[src/hc_sched_pkg.sv]
// Purpose: shared constants of the schedule, time-out and read-pointer registers
// Assumes: 200 MHz register clock, 16-bit register address
// Notes:   offsets are byte addresses
package hc_sched_pkg;

  // register port widths
  localparam int unsigned ADDR_W = 16;
  localparam int unsigned DATA_W = 32;

  // register offsets
  localparam logic [15:0] SCHED_FILL_OFS = 16'h0334;
  localparam logic [15:0] ASYNC_TMO_OFS  = 16'h0338;
  localparam logic [15:0] MEM_RDPTR_OFS  = 16'h033c;

  // schedule_fill_status fields
  localparam int unsigned ASYNC_FILL_BIT  = 0;
  localparam int unsigned PERIOD_FILL_BIT = 1;
  localparam int unsigned STREAM_FILL_BIT = 2;
  localparam logic [2:0]  FILL_RESET      = 3'h0;

  // async_done_timeout reset value
  localparam logic [31:0] TMO_RESET = 32'h0000_0000;

  // memory_read_pointer fields
  localparam int unsigned PTR_LSB   = 0;
  localparam int unsigned PTR_MSB   = 15;
  localparam int unsigned BANK_LSB  = 16;
  localparam int unsigned BANK_MSB  = 17;
  localparam logic [1:0]  BANK_RESET = 2'h0;
  localparam logic [15:0] PTR_RESET  = 16'h0000;

  // timing: one time-out unit is one millisecond
  localparam int unsigned CLK_KHZ  = 200000;
  localparam int unsigned TMO_UNIT_MS = 1;
  localparam int unsigned MS_CYCLES = TMO_UNIT_MS * CLK_KHZ;

  // walker states, one-hot
  typedef enum logic [4:0] {
    ST_IDLE  = 5'b00001,
    ST_FETCH = 5'b00010,
    ST_CHECK = 5'b00100,
    ST_EXEC  = 5'b01000,
    ST_NEXT  = 5'b10000
  } walk_state_t;

  // list codes presented to the descriptor fetch port
  typedef enum logic [1:0] {
    LIST_ASYNC  = 2'h0,
    LIST_PERIOD = 2'h1,
    LIST_STREAM = 2'h2
  } list_t;

endpackage : hc_sched_pkg

[src/ms_timer.sv]
// Purpose: millisecond down-counter for the async completion time-out
// Assumes: start is a one-cycle pulse, limit stable while running
// Notes:   a limit of zero never arms the timer
module ms_timer
  import hc_sched_pkg::*;
#(
  parameter int unsigned MS_CYC = MS_CYCLES
) (
  // clock and reset
  input  wire logic        clock,
  input  wire logic        rst_b,
  input  wire logic        ce,
  // control
  input  wire logic        start,
  input  wire logic        cancel,
  input  wire logic [31:0] limit,
  // status
  output logic             busy,
  output logic             expired
);

  localparam int unsigned PW = (MS_CYC > 1) ? $clog2(MS_CYC) : 1;
  localparam logic [PW-1:0] PRE_LAST = PW'(MS_CYC - 1);

  generate
    if (MS_CYC < 1) begin : g_bad
      $error("ms_timer: MS_CYC must be at least 1");
    end
  endgenerate

  logic [PW-1:0] pre_r;
  logic [31:0]   left_r;
  logic          tick;

  assign tick = busy && (pre_r == PRE_LAST);

  // millisecond prescaler, restarts with each arm
  always_ff @(posedge clock or negedge rst_b) begin
    if (!rst_b) begin
      pre_r <= '0;
    end else if (ce) begin
      if (start || !busy || tick) pre_r <= '0;
      else                        pre_r <= pre_r + 1'b1;
    end
  end

  // whole milliseconds remaining; expiry is a single pulse
  always_ff @(posedge clock or negedge rst_b) begin
    if (!rst_b) begin
      busy    <= 1'b0;
      left_r  <= 32'h0000_0000;
      expired <= 1'b0;
    end else if (ce) begin
      expired <= 1'b0;
      if (cancel) begin
        busy <= 1'b0;
      end else if (start && limit != 32'h0000_0000) begin
        busy   <= 1'b1;
        left_r <= limit;
      end else if (tick) begin
        left_r <= left_r - 1'b1;
        if (left_r == 32'h0000_0001) begin
          busy    <= 1'b0;
          expired <= 1'b1;
        end
      end
    end
  end

endmodule : ms_timer

[src/ptr_bank.sv]
// Purpose: per-bank auto-incrementing read pointers for programmed reads
// Assumes: one load and one step per cycle at most of each
// Notes:   load beats step when both hit the same bank
module ptr_bank
  import hc_sched_pkg::*;
#(
  parameter int unsigned BANKS = 4,
  parameter int unsigned PTR_W = 16
) (
  // clock and reset
  input  wire logic                     clock,
  input  wire logic                     rst_b,
  input  wire logic                     ce,
  // start address load
  input  wire logic                     load,
  input  wire logic [$clog2(BANKS)-1:0] load_bank,
  input  wire logic [PTR_W-1:0]         load_val,
  // one read of a bank
  input  wire logic                     step,
  input  wire logic [$clog2(BANKS)-1:0] step_bank,
  output logic      [PTR_W-1:0]         step_addr,
  // register view of one bank, steered by its next-cycle select
  input  wire logic [$clog2(BANKS)-1:0] peek_bank,
  output logic      [PTR_W-1:0]         peek_ptr
);

  generate
    if (BANKS < 2 || BANKS > 4 || PTR_W < 1 || PTR_W > 16) begin : g_bad
      $error("ptr_bank: BANKS must be 2..4 and PTR_W 1..16");
    end
  endgenerate

  logic [PTR_W-1:0] ptr_r [BANKS];

  // one pointer per bank; writing one leaves the rest alone
  always_ff @(posedge clock or negedge rst_b) begin
    if (!rst_b) begin
      for (int i = 0; i < BANKS; i++) ptr_r[i] <= '0;
    end else if (ce) begin
      for (int i = 0; i < BANKS; i++) begin
        if (load && load_bank == i[$clog2(BANKS)-1:0])
          ptr_r[i] <= load_val;
        else if (step && step_bank == i[$clog2(BANKS)-1:0])
          ptr_r[i] <= ptr_r[i] + 1'b1;
      end
    end
  end

  // registered outputs: address used by a read, and the register view
  always_ff @(posedge clock or negedge rst_b) begin
    if (!rst_b) begin
      step_addr <= '0;
      peek_ptr  <= '0;
    end else if (ce) begin
      if (step) step_addr <= ptr_r[step_bank];
      // view of the pointer as it stands after this edge
      if (load && load_bank == peek_bank)      peek_ptr <= load_val;
      else if (step && step_bank == peek_bank) peek_ptr <= ptr_r[peek_bank] + 1'b1;
      else                                     peek_ptr <= ptr_r[peek_bank];
    end
  end

endmodule : ptr_bank

[src/hc_sched_regs.sv]
// Purpose: schedule-fill flags, async completion time-out and memory read
//          pointers of the host engine, with the descriptor list walker
// Assumes: all inputs synchronous to clock; bus strobes one cycle long,
//          never both at once; ce low freezes every register
// Notes:   read data stand in the cycle after the read strobe only;
//          a cleared fill flag is honoured at the next list boundary;
//          each pointer write also picks the bank that reads step
//
// Chosen here: the plain strobed port.
module hc_sched_regs
  import hc_sched_pkg::*;
#(
  parameter int unsigned DESC_COUNT = 32,
  parameter int unsigned BANKS      = 4,
  parameter int unsigned MS_CYC     = MS_CYCLES
) (
  // clock and reset
  input  wire logic                      clock,
  input  wire logic                      rst_b,
  input  wire logic                      ce,
  // register port
  input  wire logic [ADDR_W-1:0]         reg_addr,
  input  wire logic [DATA_W-1:0]         reg_wdata,
  input  wire logic                      reg_wr,
  input  wire logic                      reg_rd,
  output logic      [DATA_W-1:0]         reg_rdata,
  // descriptor header fetch
  output logic                           hdr_req,
  output logic      [1:0]                hdr_list,
  output logic      [$clog2(DESC_COUNT)-1:0] hdr_index,
  input  wire logic                      hdr_ack,
  input  wire logic                      hdr_valid,
  input  wire logic                      hdr_skip,
  // descriptor execution
  output logic                           exec_start,
  input  wire logic                      exec_done,
  // async completion and time-out interrupt
  input  wire logic                      async_done,
  input  wire logic                      tmo_irq_en,
  output logic                           tmo_irq,
  // programmed memory reads
  input  wire logic                      pio_rd,
  output logic      [15:0]               pio_addr,
  output logic      [1:0]                pio_bank,
  // walker status
  output logic                           walk_busy
);

  localparam int unsigned IW = $clog2(DESC_COUNT);
  localparam int unsigned BW = $clog2(BANKS);
  localparam logic [IW-1:0] IDX_LAST = IW'(DESC_COUNT - 1);

  generate
    if (DESC_COUNT < 2 || BANKS != 4) begin : g_bad
      $error("hc_sched_regs: DESC_COUNT must be >= 2 and BANKS 4");
    end
  endgenerate

  // the prescaler cannot count a millisecond of zero cycles
  generate
    if (MS_CYC < 1) begin : g_bad_ms
      $error("hc_sched_regs: MS_CYC must be at least 1");
    end
  endgenerate

  // address match helper, used by both strobes
  function automatic logic hit(input logic [ADDR_W-1:0] a,
                               input logic [15:0] ofs);
    hit = (a == ofs);
  endfunction : hit

  // next filled list above the given one, no wrapping; none gives 2'h3
  function automatic logic [1:0] next_list(input logic [2:0] fill,
                                           input logic [1:0] cur);
    logic [1:0] n;
    n = 2'h3;
    for (int k = 2; k >= 0; k--) begin
      if (fill[k] && k > int'(cur)) n = k[1:0];
    end
    next_list = n;
  endfunction : next_list

  // register state
  logic [2:0]        fill_r;
  logic [31:0]       tmo_r;
  logic [1:0]        bank_r;

  // walker state
  walk_state_t       state_r;
  walk_state_t       state_nxt;
  logic [1:0]        list_r;
  logic [IW-1:0]     idx_r;

  // strobes and decoded accesses
  logic              wr_fill;
  logic              wr_tmo;
  logic              wr_ptr;
  logic [DATA_W-1:0] rdata_r;

  // pointer view and the bank it follows after this edge
  logic [15:0]       peek_ptr;
  logic [1:0]        bank_nxt;

  // time-out plumbing
  logic              tmo_busy;
  logic              tmo_expired;
  logic              tmo_pend_r;

  // list choice for the walker
  logic [1:0]        first_list;
  logic [1:0]        after_list;

  // write decode
  always_comb begin
    wr_fill = 1'b0;
    wr_tmo  = 1'b0;
    wr_ptr  = 1'b0;
    if (reg_wr && hit(reg_addr, SCHED_FILL_OFS)) begin
      wr_fill = 1'b1;
    end else if (reg_wr && hit(reg_addr, ASYNC_TMO_OFS)) begin
      wr_tmo = 1'b1;
    end else if (reg_wr && hit(reg_addr, MEM_RDPTR_OFS)) begin
      wr_ptr = 1'b1;
    end
  end

  // fill flags: plain read/write, zero after reset
  // reserved bits are not stored, so they read back zero
  // hardware never clears them; software owns every change
  always_ff @(posedge clock or negedge rst_b) begin
    if (!rst_b) begin
      fill_r <= FILL_RESET;
    end else if (ce && wr_fill) begin
      fill_r <= {reg_wdata[STREAM_FILL_BIT],
                 reg_wdata[PERIOD_FILL_BIT],
                 reg_wdata[ASYNC_FILL_BIT]};
    end
  end

  // time-out value in milliseconds
  always_ff @(posedge clock or negedge rst_b) begin
    if (!rst_b) begin
      tmo_r <= TMO_RESET;
    end else if (ce && wr_tmo) begin
      tmo_r <= reg_wdata;
    end
  end

  // bank select field, kept for register read-back and for reads
  // a write always names a bank, so selecting one also reloads it
  always_ff @(posedge clock or negedge rst_b) begin
    if (!rst_b) begin
      bank_r <= BANK_RESET;
    end else if (ce && wr_ptr) begin
      bank_r <= reg_wdata[BANK_MSB:BANK_LSB];
    end
  end

  // the view port is steered to the bank of the coming cycle, so the
  // registered view already matches a bank chosen by this very write
  assign bank_nxt = wr_ptr ? reg_wdata[BANK_MSB:BANK_LSB] : bank_r;

  // pointer store: a write loads the chosen bank, a read steps it
  ptr_bank #(
    .BANKS (BANKS),
    .PTR_W (16)
  ) u_ptr (
    .clock     (clock),
    .rst_b     (rst_b),
    .ce        (ce),
    .load      (wr_ptr),
    .load_bank (reg_wdata[BANK_MSB:BANK_LSB]),
    .load_val  (reg_wdata[PTR_MSB:PTR_LSB]),
    .step      (pio_rd),
    .step_bank (bank_r[BW-1:0]),
    .step_addr (pio_addr),
    .peek_bank (bank_nxt[BW-1:0]),
    .peek_ptr  (peek_ptr)
  );

  // bank of the current programmed read, registered with the address
  always_ff @(posedge clock or negedge rst_b) begin
    if (!rst_b) begin
      pio_bank <= BANK_RESET;
    end else if (ce && pio_rd) begin
      pio_bank <= bank_r;
    end
  end

  // read decode; every answer is registered, the pointer word included,
  // since the view already tracks loads and steps of the selected bank
  always_ff @(posedge clock or negedge rst_b) begin
    if (!rst_b) begin
      rdata_r <= 32'h0000_0000;
    end else if (ce) begin
      rdata_r <= 32'h0000_0000;
      if (reg_rd && hit(reg_addr, SCHED_FILL_OFS)) begin
        rdata_r <= {29'h0, fill_r};
      end else if (reg_rd && hit(reg_addr, ASYNC_TMO_OFS)) begin
        rdata_r <= tmo_r;
      end else if (reg_rd && hit(reg_addr, MEM_RDPTR_OFS)) begin
        rdata_r <= {14'h0, bank_r, peek_ptr};
      end
    end
  end

  // answer only in the cycle after the strobe; unmapped reads give zero
  assign reg_rdata = rdata_r;

  // list selection: lowest filled list first, then upward; 2'h3 means
  // nothing is left to walk
  always_comb begin
    if (fill_r[ASYNC_FILL_BIT]) begin
      first_list = LIST_ASYNC;
    end else begin
      first_list = next_list(fill_r, LIST_ASYNC);
    end
  end

  // successor of the list in hand, again from the live flags
  assign after_list = next_list(fill_r, list_r);

  // walker sequencing; one header at a time, so a slow header store or
  // a long execution simply stretches the walk, nothing is dropped
  always_comb begin
    state_nxt = state_r;
    case (state_r)
      ST_IDLE: begin
        if (first_list != 2'h3) state_nxt = ST_FETCH;
      end
      ST_FETCH: begin
        // the request stands until the header store answers
        if (hdr_ack) state_nxt = ST_CHECK;
      end
      ST_CHECK: begin
        // only valid headers not marked for skipping run
        if (hdr_valid && !hdr_skip) state_nxt = ST_EXEC;
        else                        state_nxt = ST_NEXT;
      end
      ST_EXEC: begin
        if (exec_done) state_nxt = ST_NEXT;
      end
      ST_NEXT: begin
        // the list in hand is finished even if its flag was just cleared
        if (idx_r != IDX_LAST)        state_nxt = ST_FETCH;
        else if (after_list != 2'h3)  state_nxt = ST_FETCH;
        else                          state_nxt = ST_IDLE;
      end
      default: state_nxt = ST_IDLE;
    endcase
  end

  // walker state register
  always_ff @(posedge clock or negedge rst_b) begin
    if (!rst_b) begin
      state_r <= ST_IDLE;
    end else if (ce) begin
      state_r <= state_nxt;
    end
  end

  // current list and header index; a cleared flag drops its list
  // at the next list boundary, never in the middle of a descriptor
  always_ff @(posedge clock or negedge rst_b) begin
    if (!rst_b) begin
      list_r <= LIST_ASYNC;
      idx_r  <= '0;
    end else if (ce) begin
      if (state_r == ST_IDLE && first_list != 2'h3) begin
        list_r <= first_list;
        idx_r  <= '0;
      end else if (state_r == ST_NEXT) begin
        if (idx_r != IDX_LAST) begin
          idx_r <= idx_r + 1'b1;
        end else begin
          idx_r <= '0;
          // with nothing left the code is kept, so an idle walker never
          // shows the no-list value on its fetch port
          if (after_list != 2'h3) begin
            list_r <= after_list;
          end
        end
      end
    end
  end

  // header fetch request holds until acknowledged
  // list and index come straight from registers
  assign hdr_req   = (state_r == ST_FETCH);
  assign hdr_list  = list_r;
  assign hdr_index = idx_r;
  assign walk_busy = (state_r != ST_IDLE);

  // execution start pulse on entry to the execute state
  // skipped or invalid headers never see this pulse
  always_ff @(posedge clock or negedge rst_b) begin
    if (!rst_b) begin
      exec_start <= 1'b0;
    end else if (ce) begin
      exec_start <= (state_r == ST_CHECK) && hdr_valid && !hdr_skip;
    end
  end

  // time-out runs from an async completion; other lists never arm it
  // a completion while the timer runs is ignored: it times the oldest
  ms_timer #(
    .MS_CYC (MS_CYC)
  ) u_tmo (
    .clock   (clock),
    .rst_b   (rst_b),
    .ce      (ce),
    .start   (async_done && !tmo_busy),
    .cancel  (wr_tmo),
    .limit   (tmo_r),
    .busy    (tmo_busy),
    .expired (tmo_expired)
  );

  // expiry is held until the enable drops or a new value is written;
  // a fresh expiry in the clearing cycle wins
  always_ff @(posedge clock or negedge rst_b) begin
    if (!rst_b) begin
      tmo_pend_r <= 1'b0;
    end else if (ce) begin
      if (tmo_expired)                 tmo_pend_r <= 1'b1;
      else if (wr_tmo || !tmo_irq_en)  tmo_pend_r <= 1'b0;
    end
  end

  // interrupt only while enabled
  // masking clears the pending bit, so no stale expiry fires later
  assign tmo_irq = tmo_pend_r && tmo_irq_en;

endmodule : hc_sched_regs

[config.mk]
export PLATFORM = sky130hd
export DESIGN_NAME = hc_sched_regs
export DESIGN_NICKNAME = d
export VERILOG_FILES = /design/src/hc_sched_pkg.sv /design/src/ms_timer.sv /design/src/ptr_bank.sv /design/src/hc_sched_regs.sv
export SDC_FILE = /design/constraint.sdc
export NUM_CORES = 1
export LEC_CHECK = 0
export BUFFER_PORTS_ARGS = -buffer_cell sky130_fd_sc_hd__buf_2
export CORE_MARGIN = 4
export CORE_UTILIZATION = 48
export CTS_CLUSTER_DIAMETER = 30
export CTS_CLUSTER_SIZE = 25
export DETAILED_ROUTE_END_ITERATION = 6
export PLACE_DENSITY_LB_ADDON = 0.15
export SLEW_MARGIN = 20
export SYNTH_ARGS = -nofsm -noshare
export SYNTH_HDL_FRONTEND = slang
export SYNTH_HIERARCHICAL = 1
export SYNTH_SLANG_ARGS = --single-unit
[constraint.sdc]
create_clock -name clock -period 4.6 [get_ports clock]
set_clock_uncertainty 0.05 [all_clocks]
set_input_delay 0.92 -clock clock [delete_from_list [all_inputs] [get_ports clock]]
set_output_delay 0.92 -clock clock [all_outputs]
set_load 0.005 [all_outputs]
==> results.yml, run 1 <==
floorplan:
  dieHeight_um: 175
  io_pins: 121
  die_w_um: 175
  core_area_mm2: 0.0272
  start_util_pct: 49.1
  dieArea_mm2: 0.0306
  std_cell_rows: 60
setup_path:
  path_max_fanout: 18
  critPathKind: "in -> reg"
  end_kind: "flop"
  critPathRequiredTime_ps: 4970
  cp.arrival_ps: 3890
  startpoint: "reg_addr[6]"
  startpoint_type: "input pin"
  r2r_start: "bank_r[1]"
timing:
  tns_ps: 0
  finalCritPeriodShare_pct: 76.5
  final_hold_viol_count: 0
  final.setup.worst_slack_ps: 1080
  fmax_ghz: 0.284
  relSlewSlack_pct: 27.1
  worstMarginPinSlew_ps: 1090
  timing.final.crit_period_ps: 3520
  rsz0062_at_grt: "false"
  setup_viol: 0
  maxSlewViolCount: 0
global_route:
  grt_max_degree: 119
  overflow: 0
  grt_pass1_vias: 11434
  grt_usage_pct: 24.2
  antenna_found_initial: 0
  grt_pass1_wl_mm: 60.9
detailed_routing:
  drc: 0
  wl_mm: 37.3
  vias: 11630
  dr.pass1.iters: 5
  vias_per_cell: 6.03
  route.detailed.wl_per_inst_um: 19.3
  drt-initial-drc-count: 1043
  antenna_left: 0
placed_design:
  place_ws_ps: 497
  routabilityCongestion: 0.884
  port_buffers: 120
  dp.cells: 1813
  dp_hpwl_mm: 25.9
power_and_ir_drop:
  vdd_drop_max_mv: 0.307
  power_density_mw_per_mm2: 452
  leakage_uw: 0.00709
clock_network:
  clk_latency_ps: 570
  post_cts_buffers: 0
  cts_resized: 0
  cts.path.max_buffers: 3
  cts_buffers: 61
  root_buffer: "clkbuf_16"
  htree_levels: 2
  holdBufCountCts: 0
  clock_sinks: 233
  clk_pin_slew_ps: 50
  cts_tree: "built"
layout:
  layout.cells.non_filler: 1929
  fin_nets: 1574
  nFillCells: 2309
  multi_input_area_mm2: 0.00703
  register_area_mm2: 0.00583
  area_growth_syn_to_layout_pct: 22.9
  drive_gt1_share_pct: 23.0
  antenna_cells: 0
synthesis:
  ys_types: 77
  synth_ff_type: "dfrtp_1"
  synthArstFlopShare_pct: 100
  synth_top_area_share_pct: 43.5
  synth_area_mm2: 0.0134
  synth-seq-cells: 233
  synth_top_area_cell: "dfrtp_1"
  synth_edf_count: 0
  synthTopCellsByArea: "dfrtp_1, a21oi_1, mux4_2"
  syn_nets: 1456
  syn_area_per_cell_um2: 9.64
  synth_cells: 1386
  synth_warnings: 6
  seq_area_frac_synth_pct: 43.7
hold_path:
  worstHoldPathType: "in -> async"
outcome:
  status: "complete, no violations"
run:
  drv_cap: 0
flip-flops by register name, indices dropped and copies added (netlist names), 2 cells and up:
name and count:
state_r 5, pio_bank 2, u_ptr/step_addr 16, bank_r 2, fill_r 3, hdr_list 2
hdr_index 5, reg_rdata 32, tmo_r 32, u_tmo/left_r 32, u_ptr/peek_ptr 16, u_tmo/pre_r 18
u_ptr/ptr_r 64
synth_stat cells, types with 9 or more instances:
cell,n
mux2i_1,20
nor2b_1,10
nand4_1,25
inv_1,30
clkbuf_1,60
a21oi_1,120
nor3_1,26
and3_1,26
a2bb2oi_1,12
o221ai_1,9
nand3_1,76
xor2_1,20
o22ai_1,30
ha_1,10
dfrtp_1,232
a31oi_1,13
o2bb2ai_1,38
mux2_2,46
nor4_1,21
o21a_1,9
o21ai_0,101
xnor2_1,11
mux2_1,18
buf_2,17
mux4_2,26
nand2_1,113
a22oi_1,11
nor2_1,124
metrics by stage:
stage               hold WS, ps  area, µm²  util, %  total power (µW)
floorplan                   399      13400        -              2760
global placement            410      14200     52.3              3020
detailed placement          416      14200     52.3              3040
CTS                         427      16400     60.3              7470
global route                450      16400     60.4              7690
finish                      384      16400     60.4              7410
cell usage in the layout (no fill, tap or decap), types with 30 or more instances in the layout:
master / synthesis / routed
a21oi_1: 120 / 119
nor2_1: 124 / 124
buf_2: 17 / 119
inv_1: 30 / 30
nand3_1: 76 / 75
nand2_1: 113 / 113
o22ai_1: 30 / 30
dfrtp_1: 232 / 232
mux2_2: 46 / 46
o21ai_0: 101 / 101
clkbuf_16: 0 / 61
o2bb2ai_1: 38 / 38
layout make-up:
class	count	area share, %
Clock inverter	42	3.21
Multi-Input combinational cell	1035	42.8
Clock buffer	74	10.0
Tap cell	372	2.84
Sequential cell	233	35.5
Inverter	30	0.686
Timing Repair Buffer	143	4.85
report_power, final:
group / internal [µW] / switching (µW) / total [µW]
registers: 2180 / 138 / 2320
clock network: 3020 / 1390 / 4410
logic: 316 / 374 / 690
total: 5520 / 1900 / 7410
layer usage:
| layer | wire [µm] | up-vias | global-route usage (%) | share of wire [%] |
|---|---|---|---|---|
| li1 | - | 5457 | - | - |
| met1 | 16100 | 5679 | 33.1 | 43 |
| met2 | 17700 | 420 | 39.3 | 47 |
| met3 | 2550 | 74 | 5.00 | 6.9 |
| met4 | 958 | 0 | 7.27 | 2.6 |
| met5 | 0 | - | 0 | 0 |
path summary, 6_finish.rpt:
check | end | slack [ps] | depth (start not counted)
setup / recovery | u_ptr/peek_ptr[6] | 1080 | 13
hold / removal | reg_rdata[28] | 380 | 1
setup reg to reg | u_ptr/peek_ptr[15] | 1620 | 9
hold reg to reg | u_tmo/left_r[23] | 420 | 1
max in group asynchronous | u_ptr/ptr_r[21] | 3140 | 2
min in group clock | u_tmo/left_r[23] | 420 | 1
critical path, stage by stage:
cell	delay, ps
buf_2	100
nor4b_2	300
nand4_1	190
nor2_1	220
buf_4	200
mux2_2	520
mux4_1	350
ha_1	160
nand4_1	190
or2_2	360
nor2_1	120
xnor2_1	120
o221ai_1	120
logic make-up after synthesis:
logic type / count (synthesis) / share of synthesized area (%)
flip-flops: 233 / 43.7
AO/OA/AOI/OAI: 390 / 18.1
multiplexers: 116 / 12.5
adder cells (fa/ha/maj): 10 / 0.937
buffers and inverters: 118 / 3.90
XOR/XNOR: 32 / 2.15
AND/OR/NAND/NOR: 487 / 18.8
(Power assumes the default switching activity.)
==> run 2: changes to the inputs <==
- clock period: 4.6 -> 3.1 ns (I/O delays scaled with it)
==> run 2 against run 1 <==
  * The flow now finishes with violations (negative hold slack)
  * Core utilization grew 2.0 points
  * Sequential share of layout area shrank 1.2 points
  * Die area is the same
  * First-iteration DRC count grew 33%
  * Non-clock buffer count grew 48
  * Critical path depth shrank 1
  * Clock power grew 56%
  * Power grew 54%
  * Largest cell class unchanged
  * Largest power group unchanged
  * Highest routed layer unchanged
==> results.yml, run 2 (synthesized netlist as in run 1, its figures left out) <==
clock_network:
  clock_sinks: 233
  holdBufCountCts: 0
  htree_levels: 2
  clk_latency_ps: 570
  cts.path.max_buffers: 3
  cts_tree: "built"
  clk_pin_slew_ps: 50
  cts_buffers: 60
  root_buffer: "clkbuf_16"
layout:
  area_growth_syn_to_layout_pct: 27.0
  nFillCells: 2313
  mostFrequentLayoutCell: "dfrtp_1"
  largest_reg_flops: 64
  final_cell_mix: "dfrtp_1, nor2_1, a21oi_1, buf_2, nand2_1"
  top_register: "u_ptr/ptr_r"
  drive_gt1_share_pct: 25.5
  layout.cells.non_filler: 1975
  fin_nets: 1621
  antenna_cells: 0
  post-route-util_pct: 62.4
placed_design:
  dp_hpwl_mm: 26.9
  routabilityCongestion: 0.869
  place_ws_ps: -441
  dp.cells: 1860
  port_buffers: 120
setup_path:
  startpoint_type: "input pin"
  r2r_cells: 8
  critPathKind: "in -> reg"
  path_max_fanout: 10
  end_kind: "flop"
  critPathRequiredTime_ps: 3470
  cp.arrival_ps: 3280
detailed_routing:
  dr.pass1.iters: 5
  wl_mm: 38.2
  routed-wl-met2_mm: 18.4
  routed.top_layer: "met4"
  antenna_left: 0
  vias_per_cell: 6.02
  drc: 0
  route.detailed.wl_per_inst_um: 19.3
  routedLengthMet1_mm: 16.1
  drt-initial-drc-count: 1385
  wl_met3_mm: 2.60
  vias: 11894
timing:
  finalCritPeriodShare_pct: 94.1
  worstMarginPinSlew_ps: 790
  timing.final.crit_period_ps: 2920
  setup_viol: 0
  rsz0062_at_grt: "true"
  final_hold_viol_count: 4
  final.setup.worst_slack_ps: 184
  relSlewSlack_pct: 47.2
  fmax_ghz: 0.343
  maxSlewViolCount: 0
  whs_ps: -14.1
global_route:
  grt_pass1_wl_mm: 62.3
  antenna_found_initial: 0
  grt_max_degree: 85
  overflow: 0
  grt_pass1_vias: 11834
  grt_usage_pct: 24.9
power_and_ir_drop:
  power_density_mw_per_mm2: 674
  combPwrFrac_pct: 9.8
  intPower_uw: 8690
  p_switching_uw: 2740
  swShare_pct: 24.0
  clkPwrFrac_pct: 60.1
  p_seq_share_pct: 30.0
  leakage_uw: 0.00744
  vdd_drop_max_mv: 0.539
floorplan:
  std_cell_rows: 60
  io_pins: 121
  start_util_pct: 49.1
  dieArea_mm2: 0.0306
  dieHeight_um: 175
  die_w_um: 175
  core_area_mm2: 0.0272
outcome:
  status: "finished, violations left"
  violations: "negative hold slack"
run:
  drv_cap: 0
hold_path:
  worstHoldPathType: "in -> async"
==> run 2: cell type report <==
| class | instances | area [µm²] | share of cell area, % |
|---|---|---|---|
| well taps | 372 | 465 | 2.74 |
| multi-input cells | 1035 | 7070 | 41.7 |
| clock buffers | 73 | 1640 | 9.67 |
| flip-flops and latches | 233 | 5830 | 34.4 |
| inverters | 30 | 113 | 0.664 |
| repair buffers | 191 | 1220 | 7.18 |
| clock inverters | 41 | 627 | 3.69 |
==> run 2: power by group through the flow <==
stage | registers [µW] | clock network [µW] | logic (µW)
after detailed placement | 3470 | 0 | 1120
after global routing | 3460 | 7160 | 1230
after CTS | 3430 | 6970 | 1130
final | 3430 | 6880 | 1120
after floorplan | 3390 | 0 | 715
after global placement | 3470 | 0 | 1090
==> run 2: final timing paths <==
path / startpoint / to / slack (ps)
setup / recovery: reg_addr[10] / u_ptr/peek_ptr[12] / 180
hold / removal: rst_b / reg_rdata[26] / -10
setup reg to reg: u_tmo/left_r[0] / u_tmo/left_r[28] / 520
hold reg to reg: reg_rdata[6] / reg_rdata[6] / 420
max in group asynchronous: rst_b / u_ptr/ptr_r[22] / 2220
min in group clock: reg_wdata[28] / tmo_r[28] / 210
==> run 2: per-stage QoR <==
step	instance area [µm²]	total power, µW	setup TNS, ps
detailed placement	14700	4590	-4700
CTS	16900	11500	0
global placement	14700	4560	-3990
global route	17000	11900	-23.0
finish	17000	11400	0
floorplan	13400	4100	-78.6
==> run 2: what timing repair did <==
| item | CTS | global route |
|---|---|---|
| gates resized for setup | 0 | 2 |
| buffers inserted | 0 | 1 |
| endpoints found under the setup margin | 0 | 2 |
==> run 2: critical path, stage by stage <==
cell      delay (ps)
buf_2            110
nor4_4           270
nand4_1          220
nor2_4           190
mux2_4           400
mux4_2           390
ha_1             150
nand4_1          240
nor3_4           260
nand4_1          140
xor2_1           170
o221ai_1         110
==> run 2: layer usage <==
layer / GRT usage [%] / vias up
li1: - / 5538
met4: 8.31 / 0
met2: 41.2 / 430
met5: 0 / -
met3: 4.46 / 87
met1: 33.3 / 5839
==> run 3: changes to the inputs <==
- CORE_UTILIZATION: 48 -> 40
- MAX_ROUTING_LAYER: not set -> met4
- SLEW_MARGIN: 20 -> not set
==> run 3 against run 2 <==
  * The flow still finishes with violations (negative hold slack)
  * Power grew 0.41%
  * Worst hold slack got worse by 7.2 ps
  * Maximum frequency rose by 1.8%
  * Combinational power barely moved
  * Clock power barely moved
  * Critical path depth unchanged
  * Sequential share of layout area decreased by 0.35 points
  * Global-route usage is 2.2 points lower
  * Sequential power hardly changed
==> results.yml, run 3 (synthesized netlist as in run 1, its figures left out) <==
timing:
  tns_ps: 0
  final_hold_viol_count: 7
  maxSlewViolCount: 0
  relSlewSlack_pct: 25.9
  whs_ps: -21.3
  timing.final.crit_period_ps: 2860
  worstMarginPinSlew_ps: 1100
  setup_viol: 0
  finalCritPeriodShare_pct: 92.4
  rsz0062_at_grt: "false"
  fmax_ghz: 0.349
global_route:
  grt_pass1_vias: 11817
  antenna_found_initial: 0
  overflow: 0
  grt_max_degree: 76
  grt_pass1_wl_mm: 64.3
  grt_usage_pct: 22.7
detailed_routing:
  antenna_left: 0
  drt-initial-drc-count: 747
  wl_mm: 39.8
  vias: 11874
  vias_per_cell: 5.76
  drc: 0
  dr.pass1.iters: 5
  route.detailed.wl_per_inst_um: 19.3
floorplan:
  io_pins: 121
  dieArea_mm2: 0.0364
  start_util_pct: 40.8
  die_w_um: 191
  dieHeight_um: 191
  core_area_mm2: 0.0327
  std_cell_rows: 66
outcome:
  status: "finished, violations left"
  violations: "negative hold slack"
clock_network:
  cts.path.max_buffers: 3
  clk_latency_ps: 560
  htree_levels: 3
  cts_tree: "built"
  holdBufCountCts: 0
  root_buffer: "clkbuf_16"
  cts_buffers: 68
  clock_sinks: 233
  clk_pin_slew_ps: 50
layout:
  area_growth_syn_to_layout_pct: 28.3
  largest_reg_flops: 64
  antenna_cells: 0
  mostFrequentLayoutCell: "dfrtp_1"
  final_cell_mix: "dfrtp_1, nor2_1, a21oi_1, buf_2, nand2_1"
  fin_nets: 1638
  top_register: "u_ptr/ptr_r"
  drive_gt1_share_pct: 25.9
  post-route-util_pct: 52.4
  nFillCells: 3011
power_and_ir_drop:
  leakage_uw: 0.00752
  power_density_mw_per_mm2: 670
  vdd_drop_max_mv: 0.415
hold_path:
  worstHoldPathType: "in -> async"
setup_path:
  critPathRequiredTime_ps: 3470
  r2r_end: "u_tmo/left_r[6]"
  r2r_cells: 7
  reg2reg_slack_ps: 480
  critPathKind: "in -> reg"
  startpoint_type: "input pin"
  r2r_start: "tmo_r[17]"
  end_kind: "flop"
  cp.arrival_ps: 3240
  path_max_fanout: 9
placed_design:
  routabilityCongestion: 0.912
  port_buffers: 120
  dp_hpwl_mm: 28.1
run:
  drv_cap: 0
[run 3: area by class of cell]
class | instances | area [µm²] | share of cell area (%)
inverters | 30 | 113 | 0.657
well taps | 442 | 553 | 3.23
multi-input cells | 1035 | 7060 | 41.2
clock buffers | 93 | 1980 | 11.5
flip-flops and latches | 233 | 5830 | 34.0
repair buffers | 200 | 1260 | 7.36
clock inverters | 29 | 342 | 1.99
[run 3: metrics by stage]
stage	total power, µW	std cells	hold slack, ps	instance area [µm²]	worst slack (ps)
final	11500	2062	-21.3	17100	236
after global routing	12000	2062	34.5	17100	2.05
after CTS	11600	2062	6.95	17100	201
after detailed placement	4600	1940	418	14800	-403
after global placement	4580	1940	411	14800	-352
after floorplan	4100	1386	274	13400	-21.3
[run 3: worst max path at each step]
stage | cells past startpoint | from | end
finish | 12 | reg_addr[10] | u_ptr/peek_ptr[12]
global route | 12 | reg_addr[10] | u_ptr/peek_ptr[8]
CTS | 12 | reg_addr[10] | u_ptr/peek_ptr[12]
detailed placement | 12 | reg_addr[10] | u_ptr/peek_ptr[12]
global placement | 12 | reg_addr[10] | u_ptr/peek_ptr[12]
floorplan | 12 | reg_addr[10] | u_ptr/peek_ptr[6]
[run 3: metal layers]
layer	routed length, µm	vias to the layer above	part of all wire, %	track usage (%)
met5	0	-	0	-
met4	739	0	1.9	7.18
met3	2250	68	5.6	3.88
met2	19600	355	49	37.1
met1	17200	5891	43	29.0
li1	-	5560	-	-
[run 3: repair_timing]
action,CTS,global route
gates resized for setup,0,2
endpoints found under the setup margin,0,2
setup buffers,0,0
endpoints found under the hold margin,0,0
[run 3: power by group]
group,leakage (µW),switching [µW],internal [µW]
combinational,0.00326,592,539
clock,0.00115,2000,4910
sequential,0.00311,196,3240
total,0.00752,2790,8690
[run 3: worst max-delay path: stages]
cell and delay (ps):
buf_2 110, nor4_4 280, nand4_1 200, nor2_4 180, mux2_4 390, mux4_2 380
ha_1 140, nand4_1 250, nor3_4 260, nand4_1 130, xor2_1 170, o221ai_1 120
